File: config.mk
export PLATFORM = sky130hd
export DESIGN_NAME = cdpd_decoder
export DESIGN_NICKNAME = d
export VERILOG_FILES = /design/src/common/cdpd_pkg.sv /design/src/design/cdpd_cross.sv /design/src/design/cdpd_decoder.sv
export SDC_FILE = /design/constraint.sdc
export NUM_CORES = 1
export LEC_CHECK = 0
export BUFFER_PORTS_ARGS = -buffer_cell sky130_fd_sc_hd__clkbuf_2
export CAP_MARGIN = 10
export CELL_PAD_IN_SITES_DETAIL_PLACEMENT = 0
export CELL_PAD_IN_SITES_GLOBAL_PLACEMENT = 1
export CORE_AREA = 2 2 355 357
export DETAILED_ROUTE_END_ITERATION = 10
export DIE_AREA = 0 0 357 359
export GPL_TIMING_DRIVEN = 0
export PLACE_DENSITY_LB_ADDON = 0.3
export SYNTH_ARGS = -nofsm -noshare
export SYNTH_HDL_FRONTEND = slang
export SYNTH_SLANG_ARGS = --single-unit
File: constraint.sdc
create_clock -name i_sys_clk -period 14.9 [get_ports i_sys_clk]
set_input_delay 0 -clock i_sys_clk [delete_from_list [all_inputs] [get_ports i_sys_clk]]
set_output_delay 0 -clock i_sys_clk [all_outputs]
set_load 0.02 [all_outputs]
File: src/common/cdpd_pkg.sv
package cdpd_pkg;

    // ------------------------------------------------------------
    // Command entry field positions (bit positions in 512-bit entry)
    // ------------------------------------------------------------
    localparam int ENTRY_W = 512;
    localparam int META_LSB = 128;
    localparam int FIRST_PAGE_LSB = 192;
    localparam int SECOND_PAGE_LSB = 256;
    localparam int WORD_TEN_LSB = 320;
    localparam int PTR_W = 64;
    localparam int WORD_W = 32;

    // ------------------------------------------------------------
    // Descriptor selector encodings
    // ------------------------------------------------------------
    localparam logic [1:0] SEL_PAGE = 2'h0;
    localparam logic [1:0] SEL_LIST_BYTE = 2'h1;
    localparam logic [1:0] SEL_LIST_QWORD = 2'h2;

    // Alignment masks for metadata pointer
    localparam logic [2:0] DWORD_MASK = 3'h3;
    localparam logic [2:0] QWORD_MASK = 3'h7;

    // ------------------------------------------------------------
    // Page size: 4KB base, offset top bit = 11 + page_shift
    // ------------------------------------------------------------
    localparam int BASE_PAGE_BITS = 12;
    localparam int SHIFT_W = 4;
    localparam int LEN_W = 32;
    localparam logic [LEN_W-1:0] ONE_LEN = 32'h0000_0001;

    typedef enum logic [1:0] {
        CDPD_SECOND_IGNORED,
        CDPD_SECOND_PAGE,
        CDPD_SECOND_LIST
    } cdpd_second_t;

    typedef struct packed {
        logic [PTR_W-1:0] metadata_pointer;
        logic [PTR_W-1:0] first_page_entry;
        logic [PTR_W-1:0] second_page_entry;
        logic [2*PTR_W-1:0] first_list_segment;
        logic [WORD_W-1:0] command_word_ten;
        logic page_mode;
        logic metadata_used;
        logic metadata_misaligned;
        logic bad_selector;
        cdpd_second_t second_use;
    } cdpd_result_t;

endpackage

File: src/design/cdpd_cross.sv
`timescale 1ns/1ps
`default_nettype none
module cdpd_cross
    import cdpd_pkg::*;
(
    input wire logic [PTR_W-1:0] i_first_page_entry,
    input wire logic [LEN_W-1:0] i_length,
    input wire logic [SHIFT_W-1:0] i_page_shift,
    output cdpd_second_t o_second_use
);
    logic [LEN_W-1:0] page_bytes;
    logic [LEN_W-1:0] offset;
    logic [LEN_W:0] end_excl;
    logic [LEN_W:0] last_page;

    always_comb
    begin
        page_bytes = ONE_LEN << (BASE_PAGE_BITS + int'(i_page_shift));
        // Offset is low bits of entry below the page size
        offset = i_first_page_entry[LEN_W-1:0] & (page_bytes - ONE_LEN);
        end_excl = {1'b0, offset} + {1'b0, i_length};
        // Index of page holding the last byte, 0 = first page
        last_page = (end_excl - {{LEN_W{1'b0}}, 1'b1})
            >> (BASE_PAGE_BITS + int'(i_page_shift));
        if (i_length == '0 || last_page == '0)
            o_second_use = CDPD_SECOND_IGNORED;
        else if (last_page == {{LEN_W{1'b0}}, 1'b1})
            o_second_use = CDPD_SECOND_PAGE;
        else
            o_second_use = CDPD_SECOND_LIST;
    end
endmodule
`default_nettype wire

File: src/design/cdpd_decoder.sv
`timescale 1ns/1ps
`default_nettype none
module cdpd_decoder
    import cdpd_pkg::*;
(
    input wire logic i_sys_clk,
    input wire logic i_rst_b,
    input wire logic i_entry_valid,
    input wire logic [ENTRY_W-1:0] i_entry,
    input wire logic [1:0] i_transfer_descriptor_select,
    input wire logic i_separate_metadata,
    input wire logic [LEN_W-1:0] i_transfer_length,
    input wire logic [SHIFT_W-1:0] i_page_shift,
    output logic o_result_valid,
    output cdpd_result_t o_result
);

    // ------------------------------------------------------------
    // Reset release
    // ------------------------------------------------------------
    logic rst_meta_b;
    logic rst_b;

    always_ff @(posedge i_sys_clk or negedge i_rst_b)
    begin
        if (!i_rst_b)
        begin
            rst_meta_b <= 1'b0;
            rst_b <= 1'b0;
        end
        else
        begin
            rst_meta_b <= 1'b1;
            rst_b <= rst_meta_b;
        end
    end

    // ------------------------------------------------------------
    // Field extraction
    // ------------------------------------------------------------
    logic [PTR_W-1:0] meta_ptr;
    logic [PTR_W-1:0] first_entry;
    logic [PTR_W-1:0] second_entry;
    logic [WORD_W-1:0] word_ten;
    cdpd_second_t second_use;
    cdpd_result_t next_result;

    assign meta_ptr = i_entry[META_LSB +: PTR_W];
    assign first_entry = i_entry[FIRST_PAGE_LSB +: PTR_W];
    assign second_entry = i_entry[SECOND_PAGE_LSB +: PTR_W];
    assign word_ten = i_entry[WORD_TEN_LSB +: WORD_W];

    cdpd_cross u_cross
    (
        .i_first_page_entry(first_entry),
        .i_length(i_transfer_length),
        .i_page_shift(i_page_shift),
        .o_second_use(second_use)
    );

    // ------------------------------------------------------------
    // Decode
    // ------------------------------------------------------------
    always_comb
    begin
        next_result = '0;
        next_result.command_word_ten = word_ten;
        next_result.metadata_used = i_separate_metadata;
        // Pointer zeroed when unused so downstream never fetches stale metadata
        next_result.metadata_pointer = i_separate_metadata ? meta_ptr : '0;
        next_result.second_use = CDPD_SECOND_IGNORED;
        case (i_transfer_descriptor_select)
            SEL_PAGE:
            begin
                next_result.page_mode = 1'b1;
                next_result.first_page_entry = first_entry;
                next_result.second_use = second_use;
                // Reserved second entry must not leak into the transfer
                if (second_use != CDPD_SECOND_IGNORED)
                    next_result.second_page_entry = second_entry;
                next_result.metadata_misaligned = i_separate_metadata
                    && ((meta_ptr[2:0] & DWORD_MASK) != 3'h0);
            end
            SEL_LIST_BYTE:
            begin
                next_result.first_list_segment = {second_entry, first_entry};
                next_result.metadata_misaligned = 1'b0;
            end
            SEL_LIST_QWORD:
            begin
                next_result.first_list_segment = {second_entry, first_entry};
                next_result.metadata_misaligned = i_separate_metadata
                    && ((meta_ptr[2:0] & QWORD_MASK) != 3'h0);
            end
            default:
            begin
                // Reserved selector; command handling rejects it
                next_result.bad_selector = 1'b1;
            end
        endcase
    end

    // ------------------------------------------------------------
    // Output registers
    // ------------------------------------------------------------
    always_ff @(posedge i_sys_clk or negedge rst_b)
    begin
        if (!rst_b)
            o_result_valid <= 1'b0;
        else
            o_result_valid <= i_entry_valid;
    end

    always_ff @(posedge i_sys_clk or negedge rst_b)
    begin
        if (!rst_b)
            o_result <= '0;
        else if (i_entry_valid)
            o_result <= next_result;
    end

endmodule
`default_nettype wire

==> impl_metrics.csv <==
group,metric,value,unit
final_layout,final_net_count,3717,
timing,tns,0,ns
synthesis,synthCells,2176,
route,avgViaCountPerCell,4.11,
clocking,clk-insertion-delay-late,0.58,ns
critical_path,worst-setup-path-type,"primary input to register",
clocking,cts-buffers-inserted,44,
power,vdd_ir_drop_max,0.0707,mV
job,cap_viol_max_count,0,
power,power.total,3.13,mW
timing,timing.fmax,121,MHz
global_route,antenna_found_initial,8,
global_route,grt_max_degree,63,
synthesis,async_flop_share,100,%
route,finalWirelength,99600,um
power,swShare,35.1,%
floorplan,pin_count,913,
route,drtAntennaViolNets,0,
route,drc,0,
place,dp_slack,6.19,ns
route,dr_total_vias,19700,
place,dpl.cell_count,4457,
final_layout,area_growth,48.2,%
global_route,first_global_vias,20200,
clocking,cts-root-buf,"clkbuf_16",
global_route,overflow,0,
clocking,cts.path.max_buffers,3,
timing,finalCritPeriodShare,55.5,%
route,first_pass_iters,5,
global_route,track_usage,15.1,%
place,routabilityCongestion,0.829,
critical_path,worstSetupEndpointType,"register",
power,leakagePower,13.2,nW
power,internal-power,2.03,mW
timing,rsz0062_at_grt,"false",
critical_path,slowest_delay,0.62,ns
clocking,clkSinkCount,361,
power,power_frac_seq,35.4,%
synthesis,synth_cell_types,84,
route,first_iter_violations,1275,
critical_path,critPathMaxFanout,11,
min_path,hold_class,"primary input to register",
power,p_per_area,109,nW/um2
critical_path,slowest_stage,"clkbuf_1",
critical_path,crit_top_cell,"clkbuf_1",
timing,finalHoldViolations,0,
synthesis,yosysSeqAreaShare,46.8,%
place,placed_area,24700,um2
place,place_hpwl,79100,um
place,portBuffers,622,
global_route,grt_pass1_wl,143000,um
floorplan,dieArea,128000,um2
power,pwr-share-clk,36.5,%
floorplan,rows,130,
timing,finalSetupViolations,0,
final_layout,fillCellCount,13900,
floorplan,die_h,359,um
final_layout,multiInputGateArea,8280,um2
timing,worstMarginPinSlew,1.19,ns
final_layout,design_area,28600,um2
power,p_sw,1.10,mW
final_layout,layout_common_cells,"623 x clkbuf_2, 363 x inv_1, 360 x dfrtp_1, 309 x o21ai_0, 278 x nand3_1",
clocking,h-tree-depth,2,
status,status,"finished, final reports clean",
synthesis,avgSynthCellArea,8.88,um2
floorplan,core,125000,um2
final_layout,seqCellArea,9040,um2
synthesis,synth-seq-cells,361,
critical_path,crit_required,15.30,ns
route,wl_per_cell,20.8,um
clocking,postCtsSetupBuffers,0,
synthesis,synth_ff_type,"dfrtp_1",
floorplan,initial_core_util,15.5,%
timing,setup_ws,6.63,ns
timing,finalCriticalPeriod,8.27,ns
critical_path,crit_path_start_kind,"primary input",
timing,drv_slew,0,
synthesis,synth_warnings,0,
synthesis,netlist_area,19300,um2
final_layout,stdcell_count,4781,
synthesis,synth_edf_count,0,
power,combPwrFrac,28.1,%
timing,relSlewSlack,21.0,%
floorplan,fp.dieW,357,um
final_layout,final_common_cell,"clkbuf_2",
clocking,clkTransAtPathRegs,0.06,ns
clocking,cts_tree,"done",
critical_path,critPathArrivalTime,8.67,ns
final_layout,drive_gt1_share,24.8,%
timing,fin_worst_skew,0.0214,ns
[cells in the mapped netlist (9+ instances only)]
| master | count | area, um2 |
|---|---|---|
| a211oi_1 | 12 | 90.1 |
| a21boi_0 | 65 | 488 |
| a21oi_1 | 55 | 275 |
| a41oi_1 | 57 | 499 |
| a41oi_2 | 9 | 146 |
| buf_1 | 13 | 48.8 |
| clkbuf_1 | 130 | 488 |
| dfrtp_1 | 361 | 9030 |
| ha_1 | 71 | 888 |
| inv_1 | 363 | 1360 |
| mux2_2 | 34 | 383 |
| nand2_1 | 80 | 300 |
| nand2b_1 | 71 | 444 |
| nand3_1 | 278 | 1390 |
| nand4_1 | 14 | 87.6 |
| nor2_1 | 57 | 214 |
| nor3_1 | 11 | 55.1 |
| nor4_1 | 11 | 68.8 |
| o211ai_1 | 13 | 97.6 |
| o21ai_0 | 309 | 1550 |
| xnor2_1 | 9 | 78.8 |
[cell type report]
| class | instances | share of cell area [%] |
|---|---|---|
| Antenna cell | 5 | 0.0437 |
| Inverter | 365 | 4.78 |
| Sequential cell | 361 | 31.6 |
| Clock buffer | 68 | 4.76 |
| Clock inverter | 12 | 0.529 |
| Buffer | 155 | 2.23 |
| Tap cell | 1650 | 7.21 |
| Multi-Input combinational cell | 1296 | 28.9 |
| Timing Repair Buffer | 869 | 20.0 |
[per-layer routing]
layer / GRT usage (%) / part of all wire, %
met3: 4.55 / 8.4
met2: 23.6 / 44
met1: 20.1 / 45
met5: 0 / 0.057
met4: 3.92 / 2.7
[flip-flops by register name, indices dropped and copies added, names as in the netlist]
register        cells
rst_meta_b          1
o_result_valid      1
o_result          358
rst_b               1
[power by group through the flow]
stage	logic, mW	clock network, mW	registers [mW]
2_1_floorplan	0.363	0	1.23
3_3_place_gp	0.809	0	1.14
3_5_place_dp	0.833	0	1.12
4_1_cts	0.888	1.19	1.11
5_1_grt	0.963	1.22	1.12
6_report	0.879	1.14	1.11
[critical path, delay by kind of cell]
| kind | cells | cell delay [ns] |
|---|---|---|
| AND/OR/NAND/NOR | 4 | 1.10 |
| XOR/XNOR | 1 | 0.25 |
| adder cells (fa/ha/maj) | 4 | 1.01 |
| buffers and inverters | 10 | 2.94 |
| AO/OA/AOI/OAI | 11 | 3.32 |
[timing repair]
action,CTS,global route
setup endpoints to repair,0,0
endpoints found under the hold margin,356,0
gates resized for setup,0,0
hold buffers,239,0
[final timing paths]
kind / from / end / cells after the start / slack (ns)
setup reg to reg: rst_b / o_result[352] / 3 / 13.10
hold / removal: i_separate_metadata / o_result[296] / 3 / 0.09
hold reg to reg: rst_b / o_result[133] / 0 / 0.32
setup / recovery: i_page_shift[2] / o_result[218] / 30 / 6.63
max in group asynchronous: rst_b / o_result[352] / 3 / 13.10
min in group asynchronous: i_rst_b / rst_b / 3 / 0.28
[cells by family (layout without fill, tap and decap cells)]
kind of cell | Yosys count | in the layout | synth area share (%)
muxes | 43 | 43 | 2.58
AOI/OAI and AO/OA | 604 | 604 | 20.2
adders and majority gates | 71 | 71 | 4.60
and+or+nand+nor | 560 | 560 | 14.7
DFF | 361 | 361 | 46.8
other | 1 | 7 | 0.0194
xor gates and xnor gates | 16 | 16 | 0.725
buffers and inverters | 520 | 1469 | 10.4
[metrics by stage]
stage	hold slack, ns	util, %
after floorplan	-0.296	-
after global placement	-0.213	19.7
after detailed placement	-0.214	19.8
after CTS	0.0825	23.0
after global routing	0.0985	23.0
final	0.0895	23.0
No activity file was read; power rests on OpenSTA's default activity.
